<file path="src/shared/sievt_params.svh">
// Constants for the interrupt-vector and position-event command block
`ifndef SIEVT_PARAMS_SVH
`define SIEVT_PARAMS_SVH
`define SIEVT_OP_DEFINE_VECTOR_INSTR      8'h25
`define SIEVT_OP_RETH      8'h26
`define SIEVT_OP_UF_FIRST  8'h40
`define SIEVT_OP_UF_LAST   8'h47
`define SIEVT_OP_POSEVT    8'h8A
`define SIEVT_OP_IRQ_EN    8'h19
`define SIEVT_OP_IRQ_DIS   8'h1A
`define SIEVT_OP_MOVE      8'h04
`define SIEVT_ST_OK        8'h64
`define SIEVT_ST_POSREACH  8'h80
`define SIEVT_IRQ_GLOBAL   8'hFF
`define SIEVT_NUM_IRQ      16
`define SIEVT_PC_W         16
`endif

</file>
<file path="src/shared/sievt_pkg.sv">
// Types for the interrupt-vector and position-event command block
package sievt_pkg;
  typedef struct packed {
    logic [7:0]  opcode;
    logic [7:0]  kind;
    logic [7:0]  bank;
    logic [31:0] value;
  } sievt_cmd_t;

  typedef struct packed {
    logic [7:0]  status;
    logic [7:0]  command;
    logic [31:0] value;
  } sievt_reply_t;

  typedef struct packed {
    logic [31:0] accu;
    logic [31:0] xreg;
    logic [7:0]  flags;
    logic [15:0] pc;
  } sievt_ctx_t;

  typedef enum logic [2:0] {
    SIEVT_RUN  = 3'b001,
    SIEVT_IRQ  = 3'b010,
    SIEVT_HALT = 3'b100
  } sievt_state_t;
endpackage : sievt_pkg

</file>
<file path="src/hw/sievt_core.sv">
// Interrupt vector table, handler context save/restore, user functions and position-reached events
// What this block does
// RULE1: Opcode 37 stores value field as handler address for interrupt number in type.
// RULE2: Vector instruction takes interrupt number and label; motor/bank field ignored.
// RULE3: Redefining a vector overwrites the stored address; newest definition wins.
// RULE4: Program author uses vector definition only inside standalone programs.
// RULE5: Opcode 38 restores accumulator, X registers, flags and program counter.
// RULE6: Handlers end with return instruction; program flow never falls into them.
// RULE7: Vector and return in direct mode reply status 100, meaningless value.
// RULE8: Eight user-function opcodes reserved; direct mode replies status 100, extension value.
// RULE9: Opcode 138 replies at once and again when target position reached.
// RULE10: Host sends position-event request only in direct mode.
// RULE11: Value field is per-motor mask; single motor uses bit 0 only.
// RULE12: Type 0 reports only the next move-to-position, then disarms.
// RULE13: Type 1 reports every following move-to-position.
// RULE14: Delayed reply carries status 128, command 138, mask in low byte.
// RULE15: Enable-interrupt with number 255 globally enables interrupt processing.
// RULE16: Taking an interrupt saves context then jumps to stored entry address.
// RULE17: Return with no active handler leaves program state unchanged.
`timescale 1ns/1ns
`include "sievt_params.svh"
module sievt_core
  import sievt_pkg::*;
(
  input  wire logic                        MCLK,
  input  wire logic                        RST,
  input  wire logic                        CMD_VALID,
  input  wire sievt_cmd_t                  CMD,
  input  wire logic                        CMD_DIRECT,
  input  wire logic [`SIEVT_NUM_IRQ-1:0]   IRQ_REQ,
  input  wire logic [31:0]                 UF_RESULT,
  input  wire logic                        POS_REACHED,
  input  wire sievt_ctx_t                  CTX_NOW,
  output logic                             REPLY_VALID,
  output sievt_reply_t                     REPLY,
  output logic                             CTX_LOAD,
  output sievt_ctx_t                       CTX_OUT,
  output logic                             IN_HANDLER,
  output logic                             IRQ_GLOBAL_EN
);

  function automatic logic is_uf(input logic [7:0] op);
    is_uf = (op >= `SIEVT_OP_UF_FIRST) && (op <= `SIEVT_OP_UF_LAST);
  endfunction : is_uf

  logic [`SIEVT_PC_W-1:0] vec_addr_q [`SIEVT_NUM_IRQ];
  logic [`SIEVT_NUM_IRQ-1:0] vec_def_q;
  logic [`SIEVT_NUM_IRQ-1:0] irq_en_q;
  sievt_ctx_t     saved_q;
  sievt_state_t   state_q;
  logic           glob_q;
  logic           arm_q;
  logic           arm_all_q;
  logic           move_pend_q;
  logic [7:0]     mask_q;
  logic           rv_q;
  sievt_reply_t   rep_q;
  logic           ld_q;
  sievt_ctx_t     ctx_q;
  logic           in_hnd_q;
  logic           rch_q;

  wire logic [3:0] cmd_irq    = CMD.kind[3:0];
  wire logic       irq_in_rng = (CMD.kind < 8'(`SIEVT_NUM_IRQ));
  wire logic       is_define_vector_instr_op = CMD_VALID && CMD.opcode == `SIEVT_OP_DEFINE_VECTOR_INSTR;
  wire logic       do_define_vector_instr    = is_define_vector_instr_op && irq_in_rng;
  wire logic       do_reth    = CMD_VALID && CMD.opcode == `SIEVT_OP_RETH;
  wire logic       do_en      = CMD_VALID && CMD.opcode == `SIEVT_OP_IRQ_EN;
  wire logic       do_dis     = CMD_VALID && CMD.opcode == `SIEVT_OP_IRQ_DIS;
  wire logic       do_pos     = CMD_VALID && CMD.opcode == `SIEVT_OP_POSEVT;
  wire logic       do_move    = CMD_VALID && CMD.opcode == `SIEVT_OP_MOVE;
  wire logic       do_uf      = CMD_VALID && is_uf(CMD.opcode);
  wire logic [`SIEVT_NUM_IRQ-1:0] pend = IRQ_REQ & irq_en_q & vec_def_q;
  wire logic       take_irq   = glob_q && (state_q == SIEVT_RUN) && (|pend) && !CMD_VALID;
  wire logic       ret_ok     = do_reth && (state_q == SIEVT_IRQ);
  wire logic       pos_event  = move_pend_q && POS_REACHED;
  // Every direct request of this group is answered, even a vector whose number is ignored
  wire logic       imm_reply  = CMD_DIRECT && (is_define_vector_instr_op || do_reth || do_uf || do_pos);
  // A reached pulse that meets an immediate reply is parked and sent in the next free cycle
  wire logic       reach_due  = pos_event || rch_q;
  wire logic       send_reach = reach_due && !imm_reply;
  // Limitation: an arrival in a blocked cycle while another is already parked merges with it into one reply
  wire logic       rch_d      = pos_event ? !(send_reach && !rch_q) : (rch_q && !send_reach);

  logic [3:0] pick;
  always_comb begin
    pick = 4'h0;
    for (int i = `SIEVT_NUM_IRQ - 1; i >= 0; i--) begin
      if (pend[i]) pick = 4'(i);
    end
  end

  // Vector table; no reset on the array, the valid bits gate its use
  always_ff @(posedge MCLK) begin
    if (do_define_vector_instr) vec_addr_q[cmd_irq] <= CMD.value[`SIEVT_PC_W-1:0]; // [RULE1] [RULE2] [RULE3]
  end

  always_ff @(posedge MCLK or posedge RST) begin
    if (RST) begin
      vec_def_q <= '0;
      irq_en_q  <= '0;
      glob_q    <= 1'b0;
    end else begin
      if (do_define_vector_instr) vec_def_q[cmd_irq] <= 1'b1; // [RULE1]
      if (do_en && CMD.kind == `SIEVT_IRQ_GLOBAL) glob_q <= 1'b1; // [RULE15]
      else if (do_dis && CMD.kind == `SIEVT_IRQ_GLOBAL) glob_q <= 1'b0;
      if (do_en && irq_in_rng) irq_en_q[cmd_irq] <= 1'b1;
      else if (do_dis && irq_in_rng) irq_en_q[cmd_irq] <= 1'b0;
    end
  end

  // Handler entry and return; no nesting, one saved context
  always_ff @(posedge MCLK or posedge RST) begin
    if (RST) begin
      state_q <= SIEVT_RUN;
      saved_q <= '0;
      ld_q    <= 1'b0;
      ctx_q   <= '0;
      in_hnd_q <= 1'b0;
    end else begin
      ld_q <= 1'b0;
      unique case (state_q)
        SIEVT_RUN: begin
          if (take_irq) begin
            saved_q  <= CTX_NOW; // [RULE16]
            ctx_q    <= '{CTX_NOW.accu, CTX_NOW.xreg, CTX_NOW.flags, vec_addr_q[pick]}; // [RULE16]
            ld_q     <= 1'b1;
            in_hnd_q <= 1'b1;
            state_q  <= SIEVT_IRQ;
          end
        end
        SIEVT_IRQ: begin
          if (ret_ok) begin
            ctx_q    <= saved_q; // [RULE5]
            ld_q     <= 1'b1;
            in_hnd_q <= 1'b0;
            state_q  <= SIEVT_RUN;
          end
        end
        SIEVT_HALT: state_q <= SIEVT_RUN;
        default: state_q <= SIEVT_RUN;
      endcase
    end
  end

  // Position-reached arming; a new request replaces the old setting
  always_ff @(posedge MCLK or posedge RST) begin
    if (RST) begin
      arm_q       <= 1'b0;
      arm_all_q   <= 1'b0;
      move_pend_q <= 1'b0;
      mask_q      <= 8'h00;
      rch_q       <= 1'b0;
    end else begin
      rch_q <= rch_d; // [RULE9]
      if (do_pos) begin
        arm_q     <= CMD.value[0]; // [RULE11]
        arm_all_q <= (CMD.kind == 8'h01); // [RULE13]
        mask_q    <= CMD.value[7:0];
      end else if (do_move && arm_q && !arm_all_q) begin
        arm_q <= 1'b0; // [RULE12]
      end
      // A new move wins over the arrival of the old one
      if (do_move && arm_q) move_pend_q <= 1'b1; // [RULE9]
      else if (pos_event) move_pend_q <= 1'b0;
    end
  end

  // Immediate replies take priority; a reached event is parked until a free cycle
  always_ff @(posedge MCLK or posedge RST) begin
    if (RST) begin
      rv_q  <= 1'b0;
      rep_q <= '0;
    end else begin
      rv_q <= 1'b0;
      if (imm_reply) begin
        rv_q          <= 1'b1;
        rep_q.status  <= `SIEVT_ST_OK; // [RULE7] [RULE8]
        rep_q.command <= CMD.opcode;
        rep_q.value   <= do_uf ? UF_RESULT : (do_pos ? {24'h000000, CMD.value[7:0]} : 32'h00000000);
      end else if (send_reach) begin
        rv_q          <= 1'b1;
        rep_q.status  <= `SIEVT_ST_POSREACH; // [RULE14]
        rep_q.command <= `SIEVT_OP_POSEVT;
        rep_q.value   <= {24'h000000, mask_q};
      end
    end
  end

  assign REPLY_VALID   = rv_q;
  assign REPLY         = rep_q;
  assign CTX_LOAD      = ld_q;
  assign CTX_OUT       = ctx_q;
  assign IN_HANDLER    = in_hnd_q;
  assign IRQ_GLOBAL_EN = glob_q;

  chk_reth_idle_noload: assert property (@(posedge MCLK) disable iff (RST) // [RULE17]
    (do_reth && state_q == SIEVT_RUN && !take_irq) |=> !CTX_LOAD)
    else $error("Return without handler reloaded context");
  chk_reth_restore_ctx: assert property (@(posedge MCLK) disable iff (RST) // [RULE5]
    ret_ok |=> (CTX_LOAD && CTX_OUT == $past(saved_q)))
    else $error("Return did not restore saved context");
  chk_irq_entry_pc: assert property (@(posedge MCLK) disable iff (RST) // [RULE16]
    take_irq |=> (CTX_LOAD && IN_HANDLER && CTX_OUT.accu == $past(CTX_NOW.accu)
                  && CTX_OUT.pc == $past(vec_addr_q[pick]) && saved_q == $past(CTX_NOW)))
    else $error("Interrupt entry did not save context");
  chk_global_enable: assert property (@(posedge MCLK) disable iff (RST) // [RULE15]
    (do_en && CMD.kind == 8'hFF) |=> IRQ_GLOBAL_EN)
    else $error("Global enable not set");
  chk_define_vector_instr_reply_ok: assert property (@(posedge MCLK) disable iff (RST) // [RULE7]
    (is_define_vector_instr_op && CMD_DIRECT) |=> (REPLY_VALID && REPLY.status == 8'h64))
    else $error("Vector reply status wrong");
  chk_uf_reply_val: assert property (@(posedge MCLK) disable iff (RST) // [RULE8]
    (do_uf && CMD_DIRECT) |=> (REPLY_VALID && REPLY.value == $past(UF_RESULT)))
    else $error("User function reply wrong");
  chk_pos_reply_fmt: assert property (@(posedge MCLK) disable iff (RST) // [RULE14]
    (REPLY_VALID && REPLY.status == 8'h80) |-> (REPLY.command == 8'h8A && REPLY.value[31:8] == 24'h0))
    else $error("Position reply format wrong");
  chk_oneshot_disarm: assert property (@(posedge MCLK) disable iff (RST) // [RULE12]
    (do_move && arm_q && !arm_all_q && !do_pos) |=> !arm_q)
    else $error("Type 0 did not disarm");
  chk_every_move_arm: assert property (@(posedge MCLK) disable iff (RST) // [RULE13]
    (do_move && arm_q && arm_all_q && !do_pos) |=> (arm_q && move_pend_q))
    else $error("Type 1 lost arming");
  chk_define_vector_instr_store: assert property (@(posedge MCLK) disable iff (RST) // [RULE3]
    do_define_vector_instr |=> (vec_addr_q[$past(cmd_irq)] == $past(CMD.value[15:0])))
    else $error("Vector not overwritten");
  chk_reach_parked: assert property (@(posedge MCLK) disable iff (RST) // [RULE9]
    (pos_event && imm_reply) |=> rch_q)
    else $error("Reached event lost behind an immediate reply");
  chk_reach_sent: assert property (@(posedge MCLK) disable iff (RST) // [RULE14]
    send_reach |=> (REPLY_VALID && REPLY.status == 8'h80 && REPLY.value[7:0] == $past(mask_q)))
    else $error("Reached reply not sent in a free cycle");
  chk_reth_idle_state: assert property (@(posedge MCLK) disable iff (RST) // [RULE17]
    (do_reth && !IN_HANDLER) |=> (!IN_HANDLER && $stable(CTX_OUT)))
    else $error("Return without handler changed program state");
endmodule : sievt_core

</file>
<file path="config.mk">
export PLATFORM = sky130hd
export DESIGN_NAME = sievt_core
export DESIGN_NICKNAME = d
export VERILOG_FILES = /design/src/shared/sievt_pkg.sv /design/src/hw/sievt_core.sv
export VERILOG_INCLUDE_DIRS = /design/src /design/src/shared
export SDC_FILE = /design/constraint.sdc
export NUM_CORES = 1
export LEC_CHECK = 0
export BUFFER_PORTS_ARGS = -buffer_cell sky130_fd_sc_hd__buf_2
export CORE_MARGIN = 2
export CORE_UTILIZATION = 35
export DETAILED_ROUTE_END_ITERATION = 6
export PLACE_DENSITY = 0.67
export SYNTH_ARGS = -nofsm -noshare
export SYNTH_HDL_FRONTEND = slang
export SYNTH_SLANG_ARGS = --single-unit
</file>
<file path="constraint.sdc">
create_clock -name MCLK -period 7.7 [get_ports MCLK]
set_input_delay 0.385 -clock MCLK [delete_from_list [all_inputs] [get_ports MCLK]]
set_output_delay 0.385 -clock MCLK [all_outputs]
set_load 0.03 [all_outputs]
</file>
==> summary.txt, run 1 <==
Outcome
  – Status: finished clean

Critical path
  – Setup slack on the worst flop-to-flop path: between 3 and 4 ns
  – Setup crit start: vec_def_q[1]
  – Biggest fanout along the worst timing path: approximately 110
  – Crit path capture type: register
  – Arrival time of data at the critical path endpoint: ~4.2 ns
  – Kind of start point of the critical path: register
  – Data required time of the worst path: a little over 8 ns
  – Startpoint-to-endpoint class of the critical path: register to register
  – Worst reg2reg path startpoint: vec_def_q[1]

Route
  – Routed wire length per instance: approximately 20 um
  – Detailed Route Iter0 Violations: a little over 1000
  – Number of DRC violations after detailed routing: 0
  – Routed wire length: about 58000 um
  – Via total after detailed routing: roughly 15000
  – Number of nets still failing antenna checks after routing: 0
  – TritonRoute pass-1 iters: 7
  – DR vias/cell: ~5.1

Timing
  – Number of hold-slack violations in the final timing report: 0
  – Worst slew pin tran: roughly 1.2 ns
  – RSZ-0062 raised after global routing: no
  – Worst relative slew slack: 0.165
  – Final cycle utilization of the critical path: 0.488
  – Final worst path period need: 3.76 ns
  – Setup TNS: 0 ns
  – Max-slew violation count: 0
  – Post-Route Skew: 0.0247 ns
  – Tightest hold margin: approximately 0.032 ns
  – Upper clock frequency limit: ~270 MHz
  – Number of setup violations in the final report: 0

Floorplanning
  – Area of the core: 0.0602 mm^2
  – Die span in x: between 200 and 300 um
  – Die Area: ~0.063 mm^2
  – Boundary Pins: 337
  – Site Rows: 90
  – Starting utilization of the core area: 0.353
  – Die Ht: 251 um

Clock network
  – CTS sink count: 524
  – H-tree levels: 2
  – Clock transition time at the flip-flop clock pins of the worst setup and hold paths: 0.06 ns
  – Maximum buffer depth of the clock tree: 3
  – Clock Root Buffer: sky130_fd_sc_hd__clkbuf_16
  – Count of buffers added by post-CTS timing repair for setup: 0
  – Hold buffers post-CTS: 101
  – CTS Buf Count: 55
  – Post-cts gate resize count: 0
  – TritonCTS clock tree: done
  – Clock Latency Late Sink: 0.62 ns

Synthesis
  – Cells taking the most area after synthesis: sky130_fd_sc_hd__edfxtp_1 36%, sky130_fd_sc_hd__dfrtp_1 31%, sky130_fd_sc_hd__nand2_1 5.9%
  – Number of distinct library cells after synthesis: 65
  – Share of synthesized registers carrying an async set or reset: 0.511
  – Post-Syn Area: about 0.021 mm^2
  – Post-synthesis cell count: 1700
  – Cell taking the most area after synthesis: sky130_fd_sc_hd__edfxtp_1
  – Register bit total from synthesis: 524
  – Primary flip-flop cell chosen by synthesis mapping: sky130_fd_sc_hd__dfrtp_1
  – EDFF count, synth: 256
  – Sequential share of the synthesized area: 0.676
  – Post-Synthesis Mean Instance Area: 12.5 um^2
  – Top cells by count, synth: 335 x sky130_fd_sc_hd__nand2_1, 267 x sky130_fd_sc_hd__dfrtp_1, 256 x sky130_fd_sc_hd__edfxtp_1
  – Warnings, synthesis: 0
  – Most common cell in the synthesized netlist: sky130_fd_sc_hd__nand2_1
  – Share of the synthesized area in the top cell type: 0.361

Global routing
  – Antenna violations before repair: 4
  – Total GRT Usage: 0.181
  – Wire length of the first global-routing pass: 88000 um
  – Number of global-route vias before repair: 15100
  – Pin count of the biggest net entering global routing: 113
  – Global route total overflow: 0

Pwr
  – Total design power: 5.97 mW
  – Max rail drop VDD: 0.177 mV
  – Switching share of total power: 0.226
  – Sequential power share: 0.504
  – Share of total power in the clock network: 0.439
  – Power dissipated by switching net loads: between 1 and 1.5 mW
  – P per Cell Area: 226 mW/mm^2
  – Combinational fraction of design power: 0.057
  – Leakage power total: 11.4 nW
  – Internal Power: between 4 and 5 mW

Finish
  – Core Util, Final: 0.439
  – Area Overhead vs Synth: 24.3%
  – Total non-filler cell area in the finished layout: about 0.026 mm^2
  – Post-layout nets: 2301
  – Fraction of final layout cells sized beyond drive strength 1: 0.255

Place
  – Placed instance area: about 0.024 mm^2
  – Placed wire-length estimate: 36400 um
  – Final weighted congestion in routability-driven placement: ~0.82
  – Number of buffers inserted by port buffering: around 310

Min path
  – Min-Delay Path Class: input port to register
  – Start point of the worst min-delay path: UF_RESULT[23]

Flow run
  – Number of maximum-capacitance violations: 0
==> critical path: stages, from the launching register on <==
cell and delay (ns):
sky130_fd_sc_hd__dfrtp_1 0.38, sky130_fd_sc_hd__nand3_1 0.15, sky130_fd_sc_hd__nand2_1 0.27, sky130_fd_sc_hd__nor2_1 0.43
sky130_fd_sc_hd__a31oi_4 0.45, sky130_fd_sc_hd__o21ai_4 0.25, sky130_fd_sc_hd__buf_4 0.45, sky130_fd_sc_hd__buf_4 0.82
sky130_fd_sc_hd__o21ai_0 0.27
==> state kept, by name (all words and copies together) (netlist names), 2 cells and up, named ones only <==
| name | cells |
|---|---|
| vec_def_q | 16 |
| vec_addr_q | 256 |
| CTX_OUT | 88 |
| saved_q | 88 |
| state_q | 2 |
| mask_q | 8 |
| REPLY | 42 |
==> worst paths after layout <==
path,endpoint,depth (start not counted)
setup / recovery,CTX_OUT[61],8
hold / removal,REPLY[23],2
setup reg to reg,CTX_OUT[61],8
hold reg to reg,vec_def_q[8],1
max in group asynchronous,REPLY[17],4
min in group asynchronous,CTX_OUT[30],3
==> layout make-up <==
type	count	area, um^2
multi-input cells	1066	6410
clock buffers	83	1650
flip-flops and latches	524	14400
diodes	4	10.0
repair buffers	442	2800
clock inverters	20	155
fillers	5448	33800
inverters	13	52.6
well taps	782	978
==> power groups by stage <==
stage	clock [mW]	combinational, mW	sequential, mW
2_1_floorplan	0	0.0861	3.13
3_3_place_gp	0	0.291	3.06
3_5_place_dp	0	0.301	3.06
4_1_cts	2.69	0.341	3.00
5_1_grt	2.79	0.367	3.01
6_report	2.62	0.339	3.01
==> kinds of logic (layout without fill, tap and decap cells) <==
family | after synthesis | count (layout) | share of synthesized area
buf+inv | 113 | 558 | 0.0250
simple gates | 626 | 626 | 0.133
fa+ha+maj | 2 | 2 | 0.00118
xor+xnor | 1 | 1 | 0.000412
compound gates | 261 | 261 | 0.0781
other cells | 1 | 8 | 0.000176
flops | 524 | 524 | 0.676
mux | 172 | 172 | 0.0861
==> routing by layer <==
layer | part of all wire | vias to the layer above | routed length (um) | global-route usage
met4 | 0.030 | 0 | 1700 | 0.0590
met1 | 0.42 | 7384 | 24400 | 0.239
met3 | 0.084 | 108 | 4830 | 0.0444
met5 | 0 | - | 0 | 0
li1 | - | 6929 | - | -
met2 | 0.46 | 594 | 26700 | 0.293
==> cell usage in the layout (no fill, tap or decap), drive strengths merged, types with 7 or more instances in the layout <==
master         n
o21ai        125
mux2i         83
and3          15
nand4         27
and2          10
nor3          10
nor2          60
or2           17
a31oi         23
inv           15
a21oi         24
a22o          26
a221oi         9
nor2b          7
nand3        127
o31ai          8
buf          341
clkinv        13
clkbuf        83
nand2        336
mux2          89
edfxtp       256
o22ai          9
dfrtp        267
dlygate4sd3  101
==> through the flow <==
step	worst slack, ns	cells
global placement	3.92	2726
finish	3.94	2934
global route	3.51	2930
floorplan	3.78	1703
CTS	3.94	2930
detailed placement	3.80	2726
No activity file was read; power rests on OpenSTA's default activity.
==> run 2, diff against run 1 <==
--- a/config.mk
+++ b/config.mk
@@ -6,11 +6,12 @@
 export SDC_FILE = /design/constraint.sdc
 export NUM_CORES = 1
 export LEC_CHECK = 0
+export ABC_AREA = 1
 export BUFFER_PORTS_ARGS = -buffer_cell sky130_fd_sc_hd__buf_2
 export CORE_MARGIN = 2
 export CORE_UTILIZATION = 35
 export DETAILED_ROUTE_END_ITERATION = 6
-export PLACE_DENSITY = 0.67
+export PLACE_DENSITY = 0.66
 export SYNTH_ARGS = -nofsm -noshare
 export SYNTH_HDL_FRONTEND = slang
 export SYNTH_SLANG_ARGS = --single-unit
==> constraint.sdc (replaced) <==
create_clock -name MCLK -period 3 [get_ports MCLK]
set_input_delay 0.15 -clock MCLK [delete_from_list [all_inputs] [get_ports MCLK]]
set_output_delay 0.15 -clock MCLK [all_outputs]
set_load 0.03 [all_outputs]
==> run 2 against run 1 <==
Net effect: worst setup slack lost 3.7 ns; synthesized cell count up 26%; hold slack improved by 0.049 ns; sequential power rose to 2.6 times the previous value; clock skew is 0.0059 ns lower; highest routed layer unchanged; clock power increased by 140%; non-clock buffer count is 73 higher; global-route usage up 0.66 points; area after synthesis increased by 5.3%; critical path type unchanged; combinational power rose to 4.0 times the previous value; largest power group unchanged; via count increased by 16%; critical endpoint is now CTX_OUT[8].
==> summary.txt, run 2 <==
Global routing
  – Antenna violations before repair: 4 (unchanged)
  – Wire length of the first global-routing pass: 97900 um (+11%)
  – Pin count of the biggest net entering global routing: 130 (+15%)
  – Total GRT Usage: 0.188 (+0.00658)
  – Global route total overflow: 0 (unchanged)
  – Number of global-route vias before repair: 17400 (+16%)

Critical path
  – Kind of start point of the critical path: register
  – Slowest library cell on the worst path: sky130_fd_sc_hd__buf_4
  – Cell seen most often among critical-path stages: sky130_fd_sc_hd__nand2_1
  – Data required time of the worst path: 3.47 ns (-4.67 ns)
  – Arrival time of data at the critical path endpoint: 3.21 ns (-0.99 ns)
  – Worst stage delay on the critical path: 0.42 ns (-0.40 ns)
  – Cell count of the worst reg-to-reg path: 24 (+16)
  – Startpoint-to-endpoint class of the critical path: register to register
  – Crit path capture type: register
  – Setup slack on the worst flop-to-flop path: 0.26 ns (-3.68 ns)
  – RR Endpoint: CTX_OUT[8]
  – Cell breakdown of the critical path: nand2_1, nor2_1, nand2_1, nand2_1, nand2_1, nand2_1, nand2_1, nand2_1, nand2_1, nand2_1, nand2_1, nand2_1, nand2_1, nand2_1, nand2_1, nand2_4, buf_4, nand3_1, nand3_1, nand3_1, nand3_1, nand3_1, nand2_1, nand2_1
  – Biggest fanout along the worst timing path: 41 (-63%)

Timing
  – Worst path setup slack after routing: 0.264 ns (-3.68 ns)
  – Worst relative slew slack: 0.416 (+0.250)
  – Worst slew pin tran: 0.876 ns (-0.371 ns)
  – Final cycle utilization of the critical path: 0.912 (+0.424)
  – Max-slew violation count: 0 (unchanged)
  – Tightest hold margin: 0.0807 ns (+0.0488 ns)
  – Post-Route Skew: 0.0188 ns (-0.00589 ns)
  – Upper clock frequency limit: 366 MHz (+37%)
  – Number of setup violations in the final report: 0 (unchanged)
  – Final worst path period need: 2.74 ns (-1.02 ns)
  – Setup TNS: 0 ns (unchanged)
  – RSZ-0062 raised after global routing: no
  – Number of hold-slack violations in the final timing report: 0 (unchanged)

Finish
  – Fraction of final layout cells sized beyond drive strength 1: 0.218 (-0.0367)
  – Final std cells w/o fill: 3480 (+19%)
  – Number of flip-flops under the largest register name: 256 (unchanged)
  – Total non-filler cell area in the finished layout: 0.0282 mm^2 (+6.7%)
  – Largest Register: vec_addr_q
  – Most frequent cells in the layout: 511 x sky130_fd_sc_hd__nand2_1, 324 x sky130_fd_sc_hd__nand3_1, 308 x sky130_fd_sc_hd__buf_2
  – Post-layout nets: 2786 (+21%)
  – Layout filler cell count: 5799 (+6.4%)
  – Core Util, Final: 0.446 (+0.00744)
  – Area Overhead vs Synth: 26.0%
  – Most frequent standard cell in the layout excluding fill and tap cells: sky130_fd_sc_hd__nand2_1

Floorplanning
  – Boundary Pins: 337 (unchanged)
  – Die span in x: 257 um (+2.6%)
  – Starting utilization of the core area: 0.354 (+0.00119)
  – Die Area: 0.0660 mm^2 (+5.2%)
  – Die Ht: 257 um (+2.6%)
  – Site Rows: 92 (+2.2%)
  – Area of the core: 0.0632 mm^2 (+4.9%)

Clock network
  – Hold buffers post-CTS: 155 (+53%)
  – Count of buffers added by post-CTS timing repair for setup: 0 (unchanged)
  – Post-cts gate resize count: 0 (unchanged)
  – CTS sink count: 524 (unchanged)
  – TritonCTS clock tree: done
  – Clock Root Buffer: sky130_fd_sc_hd__clkbuf_16
  – CTS Buf Count: 53 (-3.6%)
  – Maximum buffer depth of the clock tree: 3 (unchanged)
  – Clock Latency Late Sink: 0.60 ns (-0.02 ns)
  – Clock transition time at the flip-flop clock pins of the worst setup and hold paths: 0.06 ns (about the same)
  – H-tree levels: 2 (unchanged)

Synthesis
  – Top cells by count, synth: 511 x sky130_fd_sc_hd__nand2_1, 325 x sky130_fd_sc_hd__nand3_1, 267 x sky130_fd_sc_hd__dfrtp_1
  – Warnings, synthesis: 0 (unchanged)
  – Post-Syn Area: 0.0224 mm^2 (+5.3%)
  – Post-synthesis cell count: 2145 (+26%)
  – Number of distinct library cells after synthesis: 39 (-40%)
  – Share of synthesized registers carrying an async set or reset: 0.511 (unchanged)
  – Cells taking the most area after synthesis: sky130_fd_sc_hd__edfxtp_1 34%, sky130_fd_sc_hd__dfrtp_1 30%, sky130_fd_sc_hd__nand2_1 8.6%
  – Post-Synthesis Mean Instance Area: 10.4 um^2 (-17%)
  – Sequential share of the synthesized area: 0.643 (-0.0337)
  – Cell taking the most area after synthesis: sky130_fd_sc_hd__edfxtp_1
  – Most common cell in the synthesized netlist: sky130_fd_sc_hd__nand2_1
  – EDFF count, synth: 256 (unchanged)
  – Share of the synthesized area in the top cell type: 0.343 (-0.0180)
  – Register bit total from synthesis: 524 (unchanged)
  – Primary flip-flop cell chosen by synthesis mapping: sky130_fd_sc_hd__dfrtp_1

Place
  – Placed instance area: 0.0250 mm^2 (+5.7%)
  – Number of buffers inserted by port buffering: 308 (unchanged)
  – Placed wire-length estimate: 38700 um (+6.5%)
  – Final weighted congestion in routability-driven placement: 0.848 (+3.8%)
  – Worst setup timing slack at the placement stage: 0.315 ns (-3.49 ns)
  – DP Cell Count: 3223 (+18%)

Pwr
  – P per Cell Area: 554 mW/mm^2 (+150%)
  – Leakage power total: 13.4 nW (+17%)
  – Max rail drop VDD: 0.390 mV (+120%)
  – Total design power: 15.6 mW (+160%)

Min path
  – End of the worst hold path: arm_q
  – Start point of the worst min-delay path: CMD_VALID
  – Count of cells along the worst hold path: 6 (+4)
  – Min-Delay Path Class: input port to register

Route
  – TritonRoute pass-1 iters: 6 (-1)
  – Number of DRC violations after detailed routing: 0 (unchanged)
  – Number of nets still failing antenna checks after routing: 0 (unchanged)
  – Detailed Route Iter0 Violations: 1602 (+54%)
  – Via total after detailed routing: 17400 (+16%)
  – DR vias/cell: 5.01 (-2.0%)
  – Routed wire length: 62900 um (+9.3%)
  – Routed wire length per instance: 18.1 um (-7.8%)

Flow run
  – Number of maximum-capacitance violations: 0 (unchanged)

Outcome
  – Status: finished clean
-- run 2: worst max-delay path by stage --
stage          startpoint          to  slack [ns]  cells past startpoint
4_1_cts          register  CTX_OUT[8]        0.30                     24
6_report         register  CTX_OUT[8]        0.26                     24
2_1_floorplan         RST    CTX_LOAD       -0.69                      1
5_1_grt          register  CTX_OUT[8]        0.02                     24
3_5_place_dp     register  CTX_OUT[8]        0.31                     24
3_3_place_gp     register  CTX_OUT[7]        0.29                     25
-- run 2: area by class of cell --
cell class / count / area (um^2) / area share
flip-flops and latches: 524 / 14400 / 0.510
multi-input cells: 1300 / 6680 / 0.237
repair buffers: 515 / 3660 / 0.130
clock buffers: 82 / 1540 / 0.0545
well taps: 846 / 1060 / 0.0375
inverters: 193 / 732 / 0.0259
clock inverters: 18 / 143 / 0.00506
diodes: 2 / 5.00 / 0.000177
-- run 2: routing by layer --
metal  vias up  track usage  part of all wire  wire length, um
li1       8112            -                 -                -
met1      8511        0.252              0.42            26700
met2       669        0.309              0.48            30300
met3       156       0.0229             0.058             3640
met4         0       0.0745             0.037             2320
met5         -            0                 0                0
-- run 2: report_power, final --
group	switching (mW)	internal [mW]
sequential	0.118	7.75
clock	2.71	3.69
combinational	0.878	0.488
total	3.71	11.9
-- run 2: critical path: cells and delay by family, from the launching register on --
kind / cells / cell delay, ns
AND/OR/NAND/NOR: 23 / 1.82
flip-flops: 1 / 0.33
buffers and inverters: 1 / 0.42
-- run 2: kinds of logic (layout without fill, tap and decap cells) --
| logic type | after synthesis | count (layout) | synth area share |
|---|---|---|---|
| buffers and inverters | 324 | 808 | 0.0640 |
| other | 1 | 6 | 0.000167 |
| AOI/OAI and AO/OA | 169 | 169 | 0.0493 |
| and+or+nand+nor | 1037 | 1037 | 0.199 |
| DFF | 524 | 524 | 0.643 |
| adders and majority gates | 2 | 2 | 0.00112 |
| muxes | 88 | 88 | 0.0442 |
==> run 3, diff against run 2 <==
--- a/config.mk
+++ b/config.mk
@@ -8,7 +8,7 @@
 export LEC_CHECK = 0
 export ABC_AREA = 1
 export BUFFER_PORTS_ARGS = -buffer_cell sky130_fd_sc_hd__buf_2
-export CORE_MARGIN = 2
+export CORE_MARGIN = 1.5
 export CORE_UTILIZATION = 35
 export DETAILED_ROUTE_END_ITERATION = 6
 export PLACE_DENSITY = 0.66
==> run 3 against run 2 <==
Net effect: non-clock buffer count is 5 higher; clock power rose by 6.4%; via count is 0.83% higher; clock-buffer cell count decreased by 2; core utilization grew 0.24 points; largest power group unchanged; sequential power about the same; sequential share of layout area decreased by 0.27 points; wire length up 0.68%; critical path depth shrank 10; first-iteration DRC count grew 1.3%.
==> summary.txt, run 3 (same netlist as run 2, synthesis figures left out) <==
Flow run
  – Number of maximum-capacitance violations: 0 (unchanged)

Finish
  – Number of flip-flops under the largest register name: 256 (unchanged)
  – Post-layout nets: 2792 (+0.22%)
  – Most frequent standard cell in the layout excluding fill and tap cells: sky130_fd_sc_hd__nand2_1
  – Area used by multi-input combinational logic: 0.00668 mm^2 (about the same)
  – Largest Register: vec_addr_q
  – Layout filler cell count: 5727 (-1.2%)
  – Most frequent cells in the layout: 511 x sky130_fd_sc_hd__nand2_1, 323 x sky130_fd_sc_hd__nand3_1, 308 x sky130_fd_sc_hd__buf_2
  – Fraction of final layout cells sized beyond drive strength 1: 0.222 (+0.00329)
  – Total non-filler cell area in the finished layout: 0.0284 mm^2 (+0.54%)
  – Sequential cell area in the final layout: 0.0144 mm^2 (unchanged)
  – Area Overhead vs Synth: 26.6%

Critical path
  – Kind of start point of the critical path: register
  – Largest delay share family, worst path: buffers and inverters
  – Buffers plus inverters on the worst setup path: 2 (+1)
  – Arrival time of data at the critical path endpoint: 3.31 ns (+0.10 ns)
  – Biggest fanout along the worst timing path: 26 (-37%)
  – Crit path capture type: register
  – Startpoint-to-endpoint class of the critical path: register to register
  – Cell count along the critical path: 14 (-42%)
  – Cell count of the worst reg-to-reg path: 14 (-42%)
  – Slowest library cell on the worst path: sky130_fd_sc_hd__inv_2
  – Cell breakdown of the critical path: nand3_1, o21ai_0, a31oi_1, nor2_1, o21bai_1, a21oi_4, inv_2, buf_4, nand3_1, nand3_1, nand3_1, nand3_1, nand2_1, nand2_1
  – Worst stage delay on the critical path: 0.43 ns (about the same)
  – Data required time of the worst path: 3.54 ns (+0.07 ns)
  – Cell seen most often among critical-path stages: sky130_fd_sc_hd__nand3_1

Clock network
  – Clock transition time at the flip-flop clock pins of the worst setup and hold paths: 0.06 ns (about the same)
  – Clock Latency Late Sink: 0.62 ns (+0.02 ns)
  – Clock Root Buffer: sky130_fd_sc_hd__clkbuf_16
  – CTS sink count: 524 (unchanged)
  – TritonCTS clock tree: done
  – Maximum buffer depth of the clock tree: 3 (unchanged)
  – CTS Buf Count: 54 (+1.9%)
  – H-tree levels: 2 (unchanged)

Place
  – Worst setup timing slack at the placement stage: 0.292 ns (-0.0228 ns)
  – Placed wire-length estimate: 38700 um (about the same)
  – Final weighted congestion in routability-driven placement: 0.843 (-0.63%)
  – Number of buffers inserted by port buffering: 308 (unchanged)
  – Placed instance area: 0.0250 mm^2 (about the same)

Timing
  – RSZ-0062 raised after global routing: no
  – Max-slew violation count: 0 (unchanged)
  – Tightest hold margin: 0.0941 ns (+0.0134 ns)
  – Final worst path period need: 2.77 ns (+0.0334 ns)
  – Upper clock frequency limit: 361 MHz (-1.2%)
  – Final cycle utilization of the critical path: 0.923 (+0.0111)
  – Post-Route Skew: 0.0229 ns (+0.00413 ns)
  – Worst relative slew slack: 0.429 (+0.0132)
  – Number of setup violations in the final report: 0 (unchanged)
  – Worst path setup slack after routing: 0.231 ns (-0.0334 ns)
  – Number of hold-slack violations in the final timing report: 0 (unchanged)
  – Worst slew pin tran: 0.857 ns (-0.0197 ns)

Floorplanning
  – Die span in x: 256 um (-0.39%)
  – Site Rows: 92 (unchanged)
  – Die Ht: 256 um (-0.39%)
  – Boundary Pins: 337 (unchanged)
  – Starting utilization of the core area: 0.354 (unchanged)
  – Die Area: 0.0655 mm^2 (-0.78%)
  – Area of the core: 0.0632 mm^2 (unchanged)

Global routing
  – Pin count of the biggest net entering global routing: 130 (unchanged)
  – GR Layer Usage met2: 0.309 (about the same)
  – Met1 usage in global routing: 0.256 (+0.00389)
  – Total GRT Usage: 0.191 (+0.00369)
  – Number of global-route vias before repair: 17700 (+1.6%)
  – GRT met3 Usage: 0.0267 (+0.00389)
  – Global route total overflow: 0 (unchanged)
  – GRT busiest layer: met2
  – Antenna violations before repair: 5 (+1)
  – Wire length of the first global-routing pass: 99700 um (+1.9%)

Route
  – DR vias/cell: 5.05 (+0.62%)
  – Via total after detailed routing: 17600 (+0.83%)
  – Number of nets still failing antenna checks after routing: 0 (unchanged)
  – Number of DRC violations after detailed routing: 0 (unchanged)
  – TritonRoute pass-1 iters: 7 (+1)
  – Routed wire length: 63400 um (+0.68%)
  – Detailed Route Iter0 Violations: 1623 (+1.3%)
  – Routed wire length per instance: 18.2 um (+0.47%)

Pwr
  – P per Cell Area: 566 mW/mm^2 (+2.1%)
  – Leakage power total: 13.4 nW (+0.56%)
  – Total design power: 16.0 mW (+2.6%)
  – Max rail drop VDD: 0.419 mV (+7.5%)

Outcome
  – Status: finished clean

Min path
  – Min-Delay Path Class: input port to register
  – Count of cells along the worst hold path: 6 (unchanged)
run 3: changes by cell type in the layout (fill, tap and decap cells not counted), moves of 4 or more:
cell                       change
sky130_fd_sc_hd__clkinv_2      -4
sky130_fd_sc_hd__buf_4         +4
sky130_fd_sc_hd__clkbuf_1      -6
sky130_fd_sc_hd__clkbuf_8      +4
run 3: final cells by class:
cell class              instances  share of cell area
repair buffers                520               0.130
flip-flops and latches        524               0.508
inverters                     193              0.0258
clock buffers                  80              0.0554
well taps                     846              0.0373
clock inverters                21             0.00812
diodes                          3            0.000265
multi-input cells            1300               0.236
run 3: final timing paths:
path                            endpoint  slack (ns)          start
max                           CTX_OUT[6]        0.23  vec_def_q[14]
min in group asynchronous    CTX_OUT[82]        0.21            RST
max reg2reg                   CTX_OUT[6]        0.23  vec_def_q[14]
min                             CTX_LOAD        0.09        CMD[55]
min reg2reg                vec_def_q[14]        0.46  vec_def_q[14]
max in group asynchronous    CTX_OUT[17]        1.94            RST
run 3: per-layer routing:
metal	vias up	wire, um
met1	8609	26400
li1	8131	-
met2	673	30300
met5	-	13
met4	2	2660
met3	177	4060
run 3: repair_timing:
action                                  in CTS  in global routing
resized for setup                            0                  2
buffers inserted                             0                  0
endpoints found under the setup margin       0                  4
hold buffers                               156                  0
endpoints found under the hold margin      502                  0
run 3: metrics by stage:
step	instances	TNS [ns]	util
finish	3487	0	0.449
global route	3487	0	0.449
CTS	3484	0	0.449
floorplan	2148	-183.87	-
detailed placement	3227	0	0.395
global placement	3227	0	0.395
run 3: tightest hold or removal path, cell delays in order:
cell and delay [ns]:
sky130_fd_sc_hd__buf_2 0.10, sky130_fd_sc_hd__nor3_1 0.06, sky130_fd_sc_hd__nand4_1 0.09, sky130_fd_sc_hd__nor2_1 0.12, sky130_fd_sc_hd__nand2_1 0.08, sky130_fd_sc_hd__a21oi_1 0.06
run 3: power breakdown:
part	leakage (nW)	switching (mW)	internal, mW
clock network	0.885	2.84	3.98
logic	6.63	0.877	0.488
registers	5.92	0.116	7.75
total	13.4	3.83	12.2
